File: config.mk
export PLATFORM = sky130hd
export DESIGN_NAME = tpfr_timer
export DESIGN_NICKNAME = d
export VERILOG_FILES = /design/src/tpfr_pkg.sv /design/src/tpfr_timer.sv
export SDC_FILE = /design/constraint.sdc
export NUM_CORES = 1
export LEC_CHECK = 0
export ABC_AREA = 1
export BUFFER_PORTS_ARGS = -buffer_cell sky130_fd_sc_hd__buf_4
export CAP_MARGIN = 20
export CORE_ASPECT_RATIO = 0.8
export CORE_MARGIN = 2
export CORE_UTILIZATION = 45
export DETAILED_ROUTE_END_ITERATION = 8
export GPL_ROUTABILITY_DRIVEN = 0
export GPL_TIMING_DRIVEN = 1
export PLACE_DENSITY = 0.71
export SKIP_LAST_GASP = 1
export SLEW_MARGIN = 25
export SYNTH_ARGS = -nofsm -noshare
export SYNTH_HDL_FRONTEND = slang
export SYNTH_SLANG_ARGS = --single-unit
File: constraint.sdc
create_clock -name clk_sys -period 3.35 [get_ports clk_sys]
set_clock_uncertainty 0.1 [all_clocks]
set_input_delay 0.335 -clock clk_sys [delete_from_list [all_inputs] [get_ports clk_sys]]
set_output_delay 0.335 -clock clk_sys [all_outputs]
set_load 0.005 [all_outputs]
File: src/tpfr_pkg.sv
// Package with register map, field layouts and mode codes of the timer channel
package tpfr_pkg;
	// Byte offsets of the registers on the APB
	localparam logic [7:0] ADDR_CTRL = 8'h00;
	localparam logic [7:0] ADDR_OPT = 8'h04;
	localparam logic [7:0] ADDR_IOC1 = 8'h08;
	localparam logic [7:0] ADDR_IOC2 = 8'h0c;
	localparam logic [7:0] ADDR_PERIOD = 8'h10;
	localparam logic [7:0] ADDR_DUTY = 8'h14;
	localparam logic [7:0] ADDR_COUNT = 8'h18;
	// Mode codes of the mode field
	localparam logic [2:0] MODE_PWM = 3'h4;
	localparam logic [2:0] MODE_FREE = 3'h5;
	// Counter limits
	localparam logic [15:0] CNT_MAX = 16'hffff;
	localparam logic [15:0] CNT_ZERO = 16'h0000;
	localparam logic [15:0] CNT_ONE = 16'h0001;
	// Reset values
	localparam logic [7:0] CTRL_RST = 8'h00;
	localparam logic [7:0] OPT_RST = 8'h00;
	localparam logic [7:0] IOC_RST = 8'h00;
	localparam logic [15:0] CCR_RST = 16'h0000;
	// Edge select codes, two bits per capture channel
	localparam int EDGE_RISE_BIT = 0;
	localparam int EDGE_FALL_BIT = 1;
	// Control register layout
	typedef struct packed {
		logic count_enable_bit;
		logic [3:0] pad;
		logic [2:0] mode_select;
	} tpfr_ctrl_type;
	// Option register layout
	typedef struct packed {
		logic [1:0] pad_hi;
		logic capcomp_select1;
		logic capcomp_select0;
		logic [2:0] pad_lo;
		logic overflow_flag;
	} tpfr_opt_type;
	// Run states, one-hot
	typedef enum logic [2:0] {
		ST_IDLE = 3'h1,
		ST_PWM = 3'h2,
		ST_FREE = 3'h4
	} tpfr_state_type;
endpackage

File: src/tpfr_timer.sv
// Timer channel with PWM and free-running modes behind an APB slave
// How it works
// - PWM mode: start from FFFF, drive main output
// - Aux output toggles once per PWM period
// - Width is duty, cycle is period plus one
// - Compare buffers load only at period clear
// - Only a duty write arms the buffer load
// - Period interrupt when counter clears to zero
// - Duty interrupt on the match, with main edge
// - Duty zero gives zero percent, interrupt kept
// - Duty period plus one gives full output
// - PWM ignores option and second io control
// - Free-run start inverts both outputs
// - Option bits pick compare or capture per channel
// - Compare value D hits when counter reaches D+1
// - After FFFF: overflow interrupt, flag, wrap
// - Overflow flag cleared by writing zero
// - Free-run compare writes apply at once
// - Capture edge stores count and interrupts
// - Count readback returns live counter
// - Overflow set beats simultaneous clear
`timescale 1ns/1ns
`default_nettype none
module tpfr_timer #(
	parameter int unsigned CLK_DIV = 1
) (
	input wire logic clk_sys,
	input wire logic srst,
	input wire logic [7:0] paddr,
	input wire logic psel,
	input wire logic penable,
	input wire logic pwrite,
	input wire logic [31:0] pwdata,
	output logic [31:0] prdata,
	output logic pready,
	output logic pslverr,
	input wire logic capture_in0,
	input wire logic capture_in1,
	output logic main_pulse_out,
	output logic aux_pulse_out,
	output logic period_match_irq,
	output logic duty_match_irq,
	output logic overflow_irq
);
	// Software visible registers
	tpfr_pkg::tpfr_ctrl_type control_reg0; // Enable and mode
	tpfr_pkg::tpfr_opt_type option_reg0; // Select bits and flag
	logic [7:0] io_control1; // Capture edge selects
	logic [7:0] io_control2; // Stored only
	logic [15:0] chan_reg [2]; // Channel registers
	logic [15:0] period_compare; // Channel 0 register
	logic [15:0] duty_compare; // Channel 1 register
	// Core state
	tpfr_pkg::tpfr_state_type state; // Run state
	tpfr_pkg::tpfr_state_type next_state; // Next run state
	logic [15:0] cnt; // The 16-bit counter
	logic [15:0] period_buf; // Period compare buffer
	logic [15:0] duty_buf; // Duty compare buffer
	logic armed; // Buffer load requested
	logic fresh; // First count after start
	logic [15:0] div_cnt; // Count clock divider
	logic [1:0] cap_prev; // Last capture pin levels

	// Channel register aliases
	assign period_compare = chan_reg[0];
	assign duty_compare = chan_reg[1];

	// APB decode
	wire logic access = psel & penable;
	wire logic commit = access & pready;
	wire logic sel_ctrl = paddr == tpfr_pkg::ADDR_CTRL;
	wire logic sel_opt = paddr == tpfr_pkg::ADDR_OPT;
	wire logic sel_ioc1 = paddr == tpfr_pkg::ADDR_IOC1;
	wire logic sel_ioc2 = paddr == tpfr_pkg::ADDR_IOC2;
	wire logic sel_per = paddr == tpfr_pkg::ADDR_PERIOD;
	wire logic sel_duty = paddr == tpfr_pkg::ADDR_DUTY;
	wire logic sel_cnt = paddr == tpfr_pkg::ADDR_COUNT;
	wire logic hit = sel_ctrl | sel_opt | sel_ioc1 | sel_ioc2 | sel_per | sel_duty | sel_cnt;
	wire logic wr = commit & pwrite;
	wire logic wr_ctrl = wr & sel_ctrl;
	wire logic wr_opt = wr & sel_opt;
	wire logic [1:0] wr_chan = {wr & sel_duty, wr & sel_per};

	// Read data selection; counter is sampled live
	wire logic [31:0] rd_data =
		sel_ctrl ? {24'h000000, control_reg0} :
		sel_opt ? {24'h000000, option_reg0} :
		sel_ioc1 ? {24'h000000, io_control1} :
		sel_ioc2 ? {24'h000000, io_control2} :
		sel_per ? {16'h0000, period_compare} :
		sel_duty ? {16'h0000, duty_compare} :
		sel_cnt ? {16'h0000, cnt} :
		32'h00000000;

	// Count clock enable from the divider
	wire logic tick = div_cnt == 16'(CLK_DIV - 1);
	wire logic ce = control_reg0.count_enable_bit;
	wire logic [2:0] mode = control_reg0.mode_select;
	wire logic pwm_tick = (state == tpfr_pkg::ST_PWM) & tick;
	wire logic free_tick = (state == tpfr_pkg::ST_FREE) & tick;
	wire logic start = (state == tpfr_pkg::ST_IDLE) & (next_state != tpfr_pkg::ST_IDLE);
	wire logic free_start = start & (next_state == tpfr_pkg::ST_FREE);
	wire logic [15:0] cnt_inc = cnt + tpfr_pkg::CNT_ONE;

	// PWM period end: first count after start or period match
	wire logic pwm_wrap = pwm_tick & (fresh | (cnt == period_buf));
	// Buffers load at the first clear after start, later only if armed by a duty write
	wire logic load_buf = pwm_wrap & (fresh | armed);
	wire logic [15:0] duty_eff = load_buf ? duty_compare : duty_buf;
	// Duty match on the cycle before the counter reaches the duty buffer
	wire logic pwm_duty_hit = pwm_tick &
		(pwm_wrap ? (duty_eff == tpfr_pkg::CNT_ZERO) : (cnt_inc == duty_buf));
	wire logic pwm_period_evt = pwm_wrap & ~fresh;
	// Overflow when counting on from FFFF
	wire logic ovf_evt = free_tick & ~fresh & (cnt == tpfr_pkg::CNT_MAX);
	wire logic ovf_clr = wr_opt & ~pwdata[0];

	// Per channel capture and compare events
	logic [1:0] ccs; // Capture select per channel
	logic [1:0] cap_pin; // Capture pins
	logic [1:0] cap_edge; // Valid capture edge seen
	logic [1:0] cmp_hit; // Compare match seen
	logic [1:0] ch_evt; // Channel event
	assign ccs = {option_reg0.capcomp_select1, option_reg0.capcomp_select0};
	assign cap_pin = {capture_in1, capture_in0};
	genvar gi;
	generate
		for (gi = 0; gi < 2; gi++)
		begin : g_chan
			// Edge select pair of this channel
			wire logic [1:0] esel = io_control1[2*gi+1:2*gi];
			wire logic rise = cap_pin[gi] & ~cap_prev[gi];
			wire logic fall = ~cap_pin[gi] & cap_prev[gi];
			// Capture only in free-run; PWM ignores the option bits
			assign cap_edge[gi] = (state == tpfr_pkg::ST_FREE) & ccs[gi] &
				((rise & esel[tpfr_pkg::EDGE_RISE_BIT]) |
				(fall & esel[tpfr_pkg::EDGE_FALL_BIT]));
			// Register read directly, so writes apply at once
			assign cmp_hit[gi] = free_tick & ~fresh & ~ccs[gi] & (cnt == chan_reg[gi]);
			assign ch_evt[gi] = cap_edge[gi] | cmp_hit[gi];
			// Channel register: capture beats a software write
			always_ff @(posedge clk_sys)
			begin
				if (srst)
					chan_reg[gi] <= tpfr_pkg::CCR_RST;
				else if (cap_edge[gi])
					chan_reg[gi] <= cnt;
				else if (wr_chan[gi])
					chan_reg[gi] <= pwdata[15:0];
			end
			// Previous pin level for edge detection
			always_ff @(posedge clk_sys)
			begin
				if (srst)
					cap_prev[gi] <= 1'b0;
				else
					cap_prev[gi] <= cap_pin[gi];
			end
		end
	endgenerate

	// Next run state from enable and mode
	always_comb
	begin
		next_state = state;
		case (state)
			tpfr_pkg::ST_IDLE:
				if (ce && mode == tpfr_pkg::MODE_PWM)
					next_state = tpfr_pkg::ST_PWM;
				else if (ce && mode == tpfr_pkg::MODE_FREE)
					next_state = tpfr_pkg::ST_FREE;
			tpfr_pkg::ST_PWM:
				if (!ce || mode != tpfr_pkg::MODE_PWM)
					next_state = tpfr_pkg::ST_IDLE;
			tpfr_pkg::ST_FREE:
				if (!ce || mode != tpfr_pkg::MODE_FREE)
					next_state = tpfr_pkg::ST_IDLE;
			default:
				next_state = tpfr_pkg::ST_IDLE;
		endcase
	end

	// Run state register
	always_ff @(posedge clk_sys)
	begin
		if (srst)
			state <= tpfr_pkg::ST_IDLE;
		else
			state <= next_state;
	end

	// Count clock divider, reset while idle
	always_ff @(posedge clk_sys)
	begin
		if (srst || state == tpfr_pkg::ST_IDLE || tick)
			div_cnt <= 16'h0000;
		else
			div_cnt <= div_cnt + 16'h0001;
	end

	// Counter: holds FFFF when idle, clears at PWM period end
	always_ff @(posedge clk_sys)
	begin
		if (srst || state == tpfr_pkg::ST_IDLE)
			cnt <= tpfr_pkg::CNT_MAX;
		else if (pwm_wrap)
			cnt <= tpfr_pkg::CNT_ZERO;
		else if (tick)
			cnt <= cnt_inc;
	end

	// First count marker after each start
	always_ff @(posedge clk_sys)
	begin
		if (srst || state == tpfr_pkg::ST_IDLE)
			fresh <= 1'b1;
		else if (tick)
			fresh <= 1'b0;
	end

	// Compare buffers, loaded only at period clear
	always_ff @(posedge clk_sys)
	begin
		if (srst)
		begin
			period_buf <= tpfr_pkg::CCR_RST;
			duty_buf <= tpfr_pkg::CCR_RST;
		end
		else if (load_buf)
		begin
			period_buf <= period_compare;
			duty_buf <= duty_compare;
		end
	end

	// Load request: set by a duty write in PWM, write beats the load
	always_ff @(posedge clk_sys)
	begin
		if (srst || state != tpfr_pkg::ST_PWM)
			armed <= 1'b0;
		else if (wr_chan[1])
			armed <= 1'b1;
		else if (load_buf)
			armed <= 1'b0;
	end

	// Main output: PWM level or channel 1 toggle
	always_ff @(posedge clk_sys)
	begin
		if (srst || state == tpfr_pkg::ST_IDLE && !free_start)
			main_pulse_out <= 1'b0;
		else if (free_start)
			main_pulse_out <= ~main_pulse_out;
		else if (pwm_duty_hit)
			main_pulse_out <= 1'b0;
		else if (pwm_wrap)
			main_pulse_out <= 1'b1;
		else if (cmp_hit[1])
			main_pulse_out <= ~main_pulse_out;
	end

	// Aux output: toggles each PWM period or on channel 0 match
	always_ff @(posedge clk_sys)
	begin
		if (srst || state == tpfr_pkg::ST_IDLE && !free_start)
			aux_pulse_out <= 1'b0;
		else if (free_start || pwm_period_evt || cmp_hit[0])
			aux_pulse_out <= ~aux_pulse_out;
	end

	// Interrupt pulses, one clock each
	always_ff @(posedge clk_sys)
	begin
		if (srst)
		begin
			period_match_irq <= 1'b0;
			duty_match_irq <= 1'b0;
			overflow_irq <= 1'b0;
		end
		else
		begin
			period_match_irq <= pwm_period_evt | ch_evt[0];
			duty_match_irq <= pwm_duty_hit | ch_evt[1];
			overflow_irq <= ovf_evt;
		end
	end

	// Control and io registers
	always_ff @(posedge clk_sys)
	begin
		if (srst)
		begin
			control_reg0 <= tpfr_pkg::CTRL_RST;
			io_control1 <= tpfr_pkg::IOC_RST;
			io_control2 <= tpfr_pkg::IOC_RST;
		end
		else
		begin
			if (wr_ctrl)
			begin
				control_reg0.count_enable_bit <= pwdata[7];
				control_reg0.mode_select <= pwdata[2:0];
			end
			if (wr & sel_ioc1)
				io_control1 <= pwdata[7:0];
			if (wr & sel_ioc2)
				io_control2 <= pwdata[7:0];
		end
	end

	// Option register; overflow set wins over a clear
	always_ff @(posedge clk_sys)
	begin
		if (srst)
			option_reg0 <= tpfr_pkg::OPT_RST;
		else
		begin
			if (wr_opt)
			begin
				option_reg0.capcomp_select1 <= pwdata[5];
				option_reg0.capcomp_select0 <= pwdata[4];
			end
			if (ovf_evt)
				option_reg0.overflow_flag <= 1'b1;
			else if (ovf_clr)
				option_reg0.overflow_flag <= 1'b0;
		end
	end

	// APB answer: one wait state, data and error registered
	always_ff @(posedge clk_sys)
	begin
		if (srst)
		begin
			pready <= 1'b0;
			pslverr <= 1'b0;
			prdata <= 32'h00000000;
		end
		else
		begin
			pready <= access & ~pready;
			pslverr <= access & ~pready & ~hit;
			if (access && !pready && !pwrite)
				prdata <= rd_data;
		end
	end

	// Overflow sets the flag despite any clear
	ovf_flag_set_a: assert property (@(posedge clk_sys) disable iff (srst)
		ovf_evt |=> option_reg0.overflow_flag)
		else $error("overflow flag not set");
	// Overflow pulse comes with the wrap to zero
	ovf_irq_wrap_a: assert property (@(posedge clk_sys) disable iff (srst)
		ovf_evt |=> overflow_irq && cnt == tpfr_pkg::CNT_ZERO && !$past(overflow_irq))
		else $error("overflow pulse or wrap wrong");
	// Period pulse with counter clear
	period_irq_clear_a: assert property (@(posedge clk_sys) disable iff (srst)
		pwm_period_evt |=> period_match_irq && cnt == tpfr_pkg::CNT_ZERO)
		else $error("period pulse not with clear");
	// Duty pulse coincides with main going low
	duty_irq_edge_a: assert property (@(posedge clk_sys) disable iff (srst)
		pwm_duty_hit |=> duty_match_irq && !main_pulse_out)
		else $error("duty pulse not with main edge");
	// Aux flips at every period end
	aux_period_toggle_a: assert property (@(posedge clk_sys) disable iff (srst)
		pwm_period_evt |=> aux_pulse_out != $past(aux_pulse_out))
		else $error("aux did not toggle");
	// Buffer unchanged away from a load
	buf_hold_a: assert property (@(posedge clk_sys) disable iff (srst)
		!load_buf |=> period_buf == $past(period_buf) && duty_buf == $past(duty_buf))
		else $error("buffer changed outside load");
	// Period write alone never reaches the period buffer at a clear
	period_only_a: assert property (@(posedge clk_sys) disable iff (srst)
		(pwm_wrap && !fresh && !armed) |=> period_buf == $past(period_buf))
		else $error("load without duty write");
	// Free start inverts both outputs
	free_start_inv_a: assert property (@(posedge clk_sys) disable iff (srst)
		free_start |=> main_pulse_out != $past(main_pulse_out)
			&& aux_pulse_out != $past(aux_pulse_out))
		else $error("outputs not inverted at start");
	// Compare hit lands on D plus one
	cmp_d_plus_a: assert property (@(posedge clk_sys) disable iff (srst)
		cmp_hit[1] |=> duty_match_irq && cnt == $past(duty_compare) + tpfr_pkg::CNT_ONE
			&& main_pulse_out != $past(main_pulse_out))
		else $error("compare match wrong");
	// Capture stores the count and pulses
	capture_store_a: assert property (@(posedge clk_sys) disable iff (srst)
		cap_edge[1] |=> duty_compare == $past(cnt) && duty_match_irq)
		else $error("capture not stored");
	// Idle counter sits at FFFF
	idle_hold_a: assert property (@(posedge clk_sys) disable iff (srst)
		state == tpfr_pkg::ST_IDLE |=> cnt == tpfr_pkg::CNT_MAX)
		else $error("idle counter not at max");
	// Count readback shows the live counter
	count_read_a: assert property (@(posedge clk_sys) disable iff (srst)
		(access && !pready && !pwrite && sel_cnt) |=> pready && prdata[15:0] == $past(cnt))
		else $error("readback mismatch");
endmodule
`default_nettype wire
==> flow_metrics.tcl, run 1 <==
set metrics [dict create \
    synth.most_common_cell "nand2_1" \
    fin_setup_tns_ns 0 \
    min_path_type "in2reg" \
    die_x_um 152.6 \
    yosysTopAreaCell "dfxtp_1" \
    arrival_ns 3.06 \
    cp-start-kind "flip-flop" \
    viasPerCell 5.442 \
    avgSynthCellArea_um2 7.115 \
    clk_pin_slew_ns 0.07 \
    ant_nets 0 \
    grt_pass1_vias 6685 \
    fillers 1689 \
    synth_edf_count 32 \
    drtIter0Drc 972 \
    cts-buffers-inserted 17 \
    synth_top_area_frac 0.2947 \
    slew_viol_final 0 \
    portBuffers 53 \
    power-per-cell-area_nw_per_um2 425.6 \
    vias 7733 \
    clock_path_buffers 2 \
    max-cap-violations 0 \
    synthArstFlopShare 0 \
    layout-drive-gt1-share 0.1329 \
    dp_hpwl_um 17630 \
    route.detailed.drc 0 \
    rr_worst_depth 21 \
    grt_pass1_wl_um 36330 \
    clock-sinks 149 \
    fin_crit_sh 0.8432 \
    htree_levels 4 \
    period_needed_ns 2.825 \
    min_path_cells 3 \
    end_kind "flip-flop" \
    fp.dieArea_um2 18750 \
    criticalPathCategory "reg2reg" \
    synth_seq_cells 149 \
    cts_setup_buffers 0 \
    antenna_cells 0 \
    cts_tree "yes" \
    core_area_um2 17320 \
    grt_usage 0.2516 \
    first_pass_iters 6 \
    rsz0062_at_grt "false" \
    area_growth_pct 16.09 \
    post-place-ws_ns 0.5660 \
    worst_slack_ns 0.5254 \
    io-pin-count 86 \
    vdd_drop_max_uv 263.4 \
    cellLeakagePower_uw 0.004106 \
    yosysWarnings 0 \
    syn-cell-area_um2 7948 \
    setup_viol 0 \
    fmax_mhz 354.0 \
    root_buffer "clkbuf_16" \
    cts.repair.resized 0 \
    nNetsFinal 1233 \
    relSlewSlack 0.3018 \
    synth.distinct_cells 42 \
    cts_hold_buffers 0 \
    antenna_found_initial 0 \
    finalHoldViolCount 0 \
    synthTopCellsByArea "dfxtp_1, edfxtp_1, nand2_1" \
    num_rows 43 \
    dieHeight_um 122.9 \
    syn-instance-count 1117 \
    cp_max_fo 30 \
    yosysSeqAreaShare 0.4156 \
    synth-main-ff-cell "dfxtp_1" \
    tightest_slew_ns 1.038 \
    drt-wirelength-per-cell_um 16.59 \
    largest_register_ffs 32 \
    synth_common_cells "nand2_1, inv_1, dfxtp_1" \
    status "finished clean" \
    clk_latency_ns 0.45 \
    cp.required_ns 3.58 \
    grt_max_degree 44 \
    drt-total-wl_um 23580 \
    grt_overflow 0 \
    start_util 0.4588 \
]
==> path summary, 6_finish.rpt <==
| path | start | end | slack, ns |
|---|---|---|---|
| max | cnt[9]$_SDFFE_PP1P_ | main_pulse_out$_SDFFE_PP0P_ | 0.53 |
| min reg2reg | div_cnt[0]$_SDFF_PP0_ | div_cnt[0]$_SDFF_PP0_ | 0.35 |
| max reg2reg | cnt[9]$_SDFFE_PP1P_ | main_pulse_out$_SDFFE_PP0P_ | 0.53 |
| min | capture_in0 | cap_prev[0]$_SDFF_PP0_ | 0.03 |
==> per-stage QoR <==
step | cells | util | power [uW] | hold slack (ns) | cell area [um2]
floorplan | 1132 | - | 1972 | 0.3173 | 8004
global placement | 1389 | 0.4980 | 2025 | 0.3291 | 8627
detailed placement | 1389 | 0.4980 | 2027 | 0.3391 | 8627
CTS | 1421 | 0.5326 | 3938 | 0.02765 | 9226
global route | 1421 | 0.5326 | 4018 | 0.04637 | 9226
finish | 1421 | 0.5326 | 3927 | 0.03096 | 9226
==> critical path, stage by stage, from the launching register on <==
cell and delay (ns):
dfxtp_1 0.53, inv_2 0.07, nand2_1 0.06, nand2_1 0.04
nor2_1 0.14, nand2_1 0.11, nor2_2 0.12, nand2_2 0.09
nand2_4 0.11, nand3_4 0.28, nand2_1 0.15, o21ai_1 0.09
nor2_1 0.18, nand2_1 0.13, nor2_1 0.10, nand2_1 0.06
nand2_1 0.06, nand2_2 0.07, nand3_2 0.07, nand2_1 0.06
nand2_1 0.05, nor2_1 0.03
==> cells in the final DEF, fill, tap and decap left out, types with 9 or more instances in the layout <==
cell type	Yosys	final
inv_1	146	146
o21ai_0	90	89
nand4_1	24	24
nor4_1	9	9
nor2_1	103	103
nand2_1	244	244
nor3_1	22	22
dfxtp_1	117	117
buf_4	26	92
conb_1	1	16
inv_2	19	19
xor2_1	21	21
o21ai_1	11	12
o211ai_1	13	13
a21oi_1	86	86
edfxtp_1	32	32
o31ai_1	11	11
clkbuf_16	0	17
o22ai_1	19	19
nand3_1	32	32
==> layout make-up <==
type / instances / area [um2] / share of cell area
clock buffer: 17 / 425.4 / 0.04611
clock inverter: 15 / 173.9 / 0.01885
inverter: 167 / 626.9 / 0.06794
multi-input combinational: 756 / 3725 / 0.4037
sequential: 149 / 3303 / 0.3580
tap: 225 / 281.5 / 0.03051
timing repair buffer: 92 / 690.7 / 0.07486
==> power by group <==
part	total (uW)	leakage [uW]	internal (uW)	switching, uW
Sequential	1860	0.00128	1850	15.1
Clock	1940	0.000294	1010	930
Combinational	128	0.00254	45.5	82.5
==> layer usage <==
| metal | vias to the layer above | GRT usage | share of wire |
|---|---|---|---|
| met3 | 31 | 0.06956 | 0.12 |
| li1 | 3797 | - | - |
| met5 | - | 0 | 0 |
| met2 | 386 | 0.3643 | 0.41 |
| met4 | 0 | 0.07986 | 0.018 |
| met1 | 3519 | 0.3633 | 0.45 |
==> kinds of logic (layout without fill, tap and decap cells) <==
logic type / Yosys count / after routing / share of synthesized area
compound gates: 252 / 252 / 0.1785
xor+xnor: 27 / 27 / 0.02975
fa+ha+maj: 3 / 3 / 0.004723
buf+inv: 227 / 291 / 0.1228
flops: 149 / 149 / 0.4156
other cells: 1 / 16 / 0.0004718
simple gates: 458 / 458 / 0.2481
No activity file was read; power rests on OpenSTA's default activity.
==> run 2: changes to the inputs <==
==> constraint.sdc (replaced) <==
create_clock -name clk_sys -period 2.75 [get_ports clk_sys]
set_clock_uncertainty 0.1 [all_clocks]
set_input_delay 0.275 -clock clk_sys [delete_from_list [all_inputs] [get_ports clk_sys]]
set_output_delay 0.275 -clock clk_sys [all_outputs]
set_load 0.005 [all_outputs]
==> run 2 against run 1 <==
  * Critical path depth is 5 lower
  * Global-route usage is 1.1 points higher
  * Clock power is 25% higher
  * Via count is 2.2% higher
  * Die area stayed put
  * Clock-buffer cell count is 1 higher
  * Flip-flop and latch count stayed put
  * Worst setup slack worse by 0.41 ns
  * Power is 24% higher
  * Final cell count is 1.5% higher
  * First-iteration DRC count is 2.9% higher
==> flow_metrics.tcl, run 2 (synthesized netlist as in run 1, its figures left out) <==
set metrics [dict create \
    grt_max_degree 42 \
    nNetsFinal 1254 \
    vias 7903 \
    rr_worst_depth 16 \
    core_area_um2 17320 \
    power-per-cell-area_nw_per_um2 514.4 \
    htree_levels 4 \
    max_stage_delay_ns 0.44 \
    rrSetupSlack_ns 0.12 \
    fp.dieArea_um2 18750 \
    clk_latency_ns 0.45 \
    rsz0062_at_grt "true" \
    cts_tree "yes" \
    arrival_ns 2.87 \
    layout_common_cells "nand2_1, inv_1, dfxtp_1, buf_4, nor2_1" \
    first_pass_iters 6 \
    grt_usage 0.2623 \
    end_kind "flip-flop" \
    hold_slack_ns 0.02077 \
    layout_commonest_cell "nand2_1" \
    dp_hpwl_um 17870 \
    path_cells "ha_1 > nand2_1 > nor2_1 > nand2_1 > nor2_1 > inv_1 > o21ai_0 > xor2_1 > and3_1 > nand4_1 > nand2_1 > nand2_2 > nand3_2 > nand2_1 > nand2_1 > nor2_1" \
    viasPerCell 5.481 \
    clock-sinks 149 \
    route.detailed.drc 0 \
    grt_pass1_wl_um 37970 \
    root_buffer "clkbuf_16" \
    fmax_mhz 379.8 \
    cellLeakagePower_uw 0.004216 \
    cp_max_fo 9 \
    io-pin-count 86 \
    num_rows 43 \
    tightest_slew_ns 0.8453 \
    slew_viol_final 0 \
    antenna_found_initial 0 \
    portBuffers 53 \
    relSlewSlack 0.4313 \
    cp-start-kind "flip-flop" \
    status "finished clean" \
    drtIter0Drc 1000 \
    fin_crit_sh 0.9573 \
    rr_endpoint "main_pulse_out$_SDFFE_PP0P_" \
    grt_pass1_vias 7175 \
    drt-wirelength-per-cell_um 16.65 \
    grt_overflow 0 \
    startpoint "cnt[0]$_SDFFE_PP1P_" \
    power_uw 4854 \
    cp.required_ns 2.99 \
    cts-buffers-inserted 17 \
    slowest_stage "dfxtp_2" \
    criticalPathCategory "reg2reg" \
    ant_nets 0 \
    dieHeight_um 122.9 \
    vdd_drop_max_uv 382.9 \
    min_path_cells 3 \
    final_util 0.5447 \
    area_growth_pct 18.73 \
    clk_pin_slew_ns 0.07 \
    period_needed_ns 2.633 \
    finalHoldViolCount 0 \
    holdCritStartpoint "pwdata[3]" \
    min_path_type "in2reg" \
    worstHoldEndpoint "io_control2[3]$_SDFFE_PP0P_" \
    cp_common_cell "nand2_1" \
    reg2reg_from "cnt[0]$_SDFFE_PP1P_" \
    start_util 0.4588 \
    drt-total-wl_um 24010 \
    antenna_cells 0 \
    die_x_um 152.6 \
    setup_viol 0 \
    max-cap-violations 0 \
    largest_register_ffs 32 \
    layout-drive-gt1-share 0.1561 \
    clock_path_buffers 2 \
]
==> run 2: metrics by stage <==
| stage | instances | instance area (um2) | setup TNS, ns | worst slack (ns) |
|---|---|---|---|---|
| 2_1_floorplan | 1132 | 8004 | 0 | 0.3095 |
| 3_3_place_gp | 1405 | 8760 | 0 | 0.1448 |
| 3_5_place_dp | 1405 | 8760 | 0 | 0.07817 |
| 4_1_cts | 1439 | 9383 | 0 | 0.04612 |
| 5_1_grt | 1442 | 9437 | -0.06489 | -0.06489 |
| 6_report | 1442 | 9437 | 0 | 0.1174 |
==> run 2: worst max-delay path by stage <==
| stage | to | slack [ns] | cells after the start |
|---|---|---|---|
| 2_1_floorplan | chan_reg[0][0]$_DFFE_PP_ | 0.31 | 5 |
| 3_3_place_gp | main_pulse_out$_SDFFE_PP0P_ | 0.14 | 17 |
| 3_5_place_dp | main_pulse_out$_SDFFE_PP0P_ | 0.08 | 17 |
| 4_1_cts | main_pulse_out$_SDFFE_PP0P_ | 0.05 | 17 |
| 5_1_grt | main_pulse_out$_SDFFE_PP0P_ | -0.06 | 16 |
| 6_report | main_pulse_out$_SDFFE_PP0P_ | 0.12 | 16 |
==> run 2: metal layers <==
layer  wire, um  share of wire  track usage
met5          0              0            0
met3       2673           0.11      0.05614
met2       9639           0.40       0.3674
met4        692          0.029       0.1076
met1      11010           0.46       0.3893
==> run 2: cell type report <==
class,instances,area [um2]
clock buffer,18,450.4
clock inverter,14,152.6
fill,1639,7888
inverter,167,626.9
multi-input combinational,756,3745
sequential,149,3314
tap,225,281.5
timing repair buffer,113,865.8
==> run 2: report_power, final <==
group	switching (uW)	total [uW]	internal, uW
logic	103	163	59.7
registers	19.7	2270	2250
clock network	1080	2420	1340
==> run 2: worst max-delay path: cells and delay by family, from the launching register on <==
family                     cells  cell delay, ns
DFF                            1            0.44
AOI/OAI and AO/OA              1            0.42
buffers and inverters          1            0.06
xor gates and xnor gates       1            0.18
adders and majority gates      1            0.26
and+or+nand+nor               12            1.07
==> run 2: repair_timing <==
action                                 4_1_cts  5_1_grt
gates resized for setup                      0       13
endpoints found under the hold margin        2        0
hold buffers                                 2        0
setup endpoints to repair                    0        4
setup buffers                                0        3
==> run 3: changes to the inputs <==
--- a/config.mk
+++ b/config.mk
@@ -10,11 +10,11 @@
 export CAP_MARGIN = 20
 export CORE_ASPECT_RATIO = 0.8
 export CORE_MARGIN = 2
-export CORE_UTILIZATION = 45
+export CORE_UTILIZATION = 44
 export DETAILED_ROUTE_END_ITERATION = 8
 export GPL_ROUTABILITY_DRIVEN = 0
 export GPL_TIMING_DRIVEN = 1
-export PLACE_DENSITY = 0.71
+export PLACE_DENSITY = 0.7
 export SKIP_LAST_GASP = 1
 export SLEW_MARGIN = 25
 export SYNTH_ARGS = -nofsm -noshare
==> run 3 against run 2 <==
  * Critical path depth is 5 lower
  * Via count down 1.1%
  * Flip-flop and latch count stayed put
  * Die area grew 2.2%
  * Final cell count up 0.21%
  * Clock power shrank 5%
  * Power decreased by 2.3%
  * Core utilization is 0.73 points lower
  * Largest cell class unchanged
  * Largest power group unchanged
  * Highest routed layer unchanged
==> flow_metrics.tcl, run 3 (synthesized netlist as in run 1, its figures left out) <==
set metrics [dict create \
    status "finished clean" \
    arrival_ns 2.73 \
    layout_commonest_cell "nand2_1" \
    relSlewSlack 0.6237 \
    path_cells "dlygate4sd3_1 > buf_4 > inv_1 > o31ai_1 > nand3_1 > inv_1 > nor2_1 > nand2_1 > buf_4 > inv_1 > a221oi_1" \
    vdd_drop_max_uv 374.8 \
    cp.required_ns 2.89 \
    layout_common_cells "nand2_1, inv_1, buf_4, dfxtp_1, nor2_1" \
    cp_max_fo 23 \
    drt-wirelength-per-cell_um 16.66 \
    antenna_found_initial 0 \
    cp_common_cell "inv_1" \
    ant_nets 0 \
    grt_pass1_vias 7131 \
    clock_path_buffers 2 \
    drt-total-wl_um 24080 \
    max-cap-violations 0 \
    viasPerCell 5.408 \
    grt_usage 0.2556 \
    fp.dieArea_um2 19160 \
    area_growth_pct 18.61 \
    cp-start-kind "primary input" \
    core_area_um2 17540 \
    power-per-cell-area_nw_per_um2 503.0 \
    fmax_mhz 386.4 \
    clock-sinks 149 \
    dp_hpwl_um 18010 \
    p_int_uw 3616 \
    cpLargestDelayFamily "buffers and inverters" \
    tightest_slew_ns 0.5639 \
    root_buffer "clkbuf_16" \
    period_needed_ns 2.588 \
    slowest_stage "dlygate4sd3_1" \
    portBuffers 53 \
    min_path_type "in2reg" \
    switchingPower_uw 1126 \
    pwr-share-clk 0.487 \
    fin_crit_sh 0.9410 \
    route.detailed.drc 0 \
    layout-drive-gt1-share 0.1566 \
    grt_pass1_wl_um 38120 \
    clk_latency_ns 0.44 \
    start_util 0.4531 \
    worst_slack_ns 0.1621 \
    max_stage_delay_ns 0.53 \
    setup_viol 0 \
    p_comb_frac 0.035 \
    cts-buffers-inserted 17 \
    post-place-ws_ns 0.1589 \
    rsz0062_at_grt "true" \
    grt_overflow 0 \
    first_pass_iters 8 \
    finalHoldViolCount 0 \
    antenna_cells 0 \
    criticalPathCategory "in2reg" \
    num_rows 43 \
    vias 7814 \
    grt_max_degree 44 \
    largest_register_ffs 32 \
    p_seq_frac 0.479 \
    drtIter0Drc 937 \
    clk_pin_slew_ns 0.06 \
    cellLeakagePower_uw 0.004208 \
    swShare 0.2375 \
    dieHeight_um 124.2 \
    die_x_um 154.3 \
    htree_levels 4 \
    fin_setup_tns_ns 0 \
    nNetsFinal 1257 \
    slew_viol_final 0 \
    io-pin-count 86 \
    crit_buf_inv 6 \
    fillers 1705 \
    cts_tree "yes" \
    end_kind "flip-flop" \
]
-- run 3: tightest hold or removal path, cell delays in order --
cell	delay, ns
buf_4	0.09
inv_1	0.06
a21oi_1	0.11
-- run 3: repair_timing --
action	CTS	global route
setup buffers	0	4
hold endpoints to repair	2	0
hold buffers	2	0
setup endpoints to repair	0	3
resized for setup	0	10
-- run 3: power groups by stage --
stage | logic [uW] | registers (uW) | clock network (uW)
global placement | 158 | 2320 | 0
detailed placement | 159 | 2320 | 0
finish | 164 | 2270 | 2310
floorplan | 92.0 | 2310 | 0
CTS | 162 | 2270 | 2330
global route | 180 | 2270 | 2410
-- run 3: metrics by stage --
stage	hold slack, ns	utilization	cells	power [uW]	instance area, um2
6_report	0.03306	0.5375	1445	4742	9427
2_1_floorplan	0.3115	-	1132	2402	8004
3_3_place_gp	0.3318	0.5010	1407	2475	8787
3_5_place_dp	0.3349	0.5010	1407	2476	8787
5_1_grt	0.05043	0.5375	1445	4866	9427
4_1_cts	0.02947	0.5348	1441	4763	9380
-- run 3: area by class of cell --
type                            instances  area [um2]  area share
Multi-Input combinational cell        756        3730      0.3957
Sequential cell                       149        3314      0.3516
Timing Repair Buffer                  116       900.9     0.09557
Inverter                              167       626.9     0.06650
Clock buffer                           19       452.9     0.04805
Tap cell                              225       281.5     0.02986
Clock inverter                         13       120.1     0.01274
-- run 3: worst paths after layout --
check                        start                             to  slack [ns]  cells past startpoint
max                    capture_in1  chan_reg[1][15]$_SDFFCE_PN0P_        0.16                     11
max reg2reg   cnt[10]$_SDFFE_PP1P_    main_pulse_out$_SDFFE_PP0P_        0.21                     20
min                      pwdata[3]    io_control1[3]$_SDFFE_PP0P_        0.03                      3
min reg2reg  div_cnt[0]$_SDFF_PP0_          div_cnt[0]$_SDFF_PP0_        0.35                      1
-- run 3: per-layer routing --
layer,track usage,routed length [um]
met5,0,0
met4,0.06754,400
met3,0.07598,2767
met2,0.3614,9891
met1,0.3779,11020
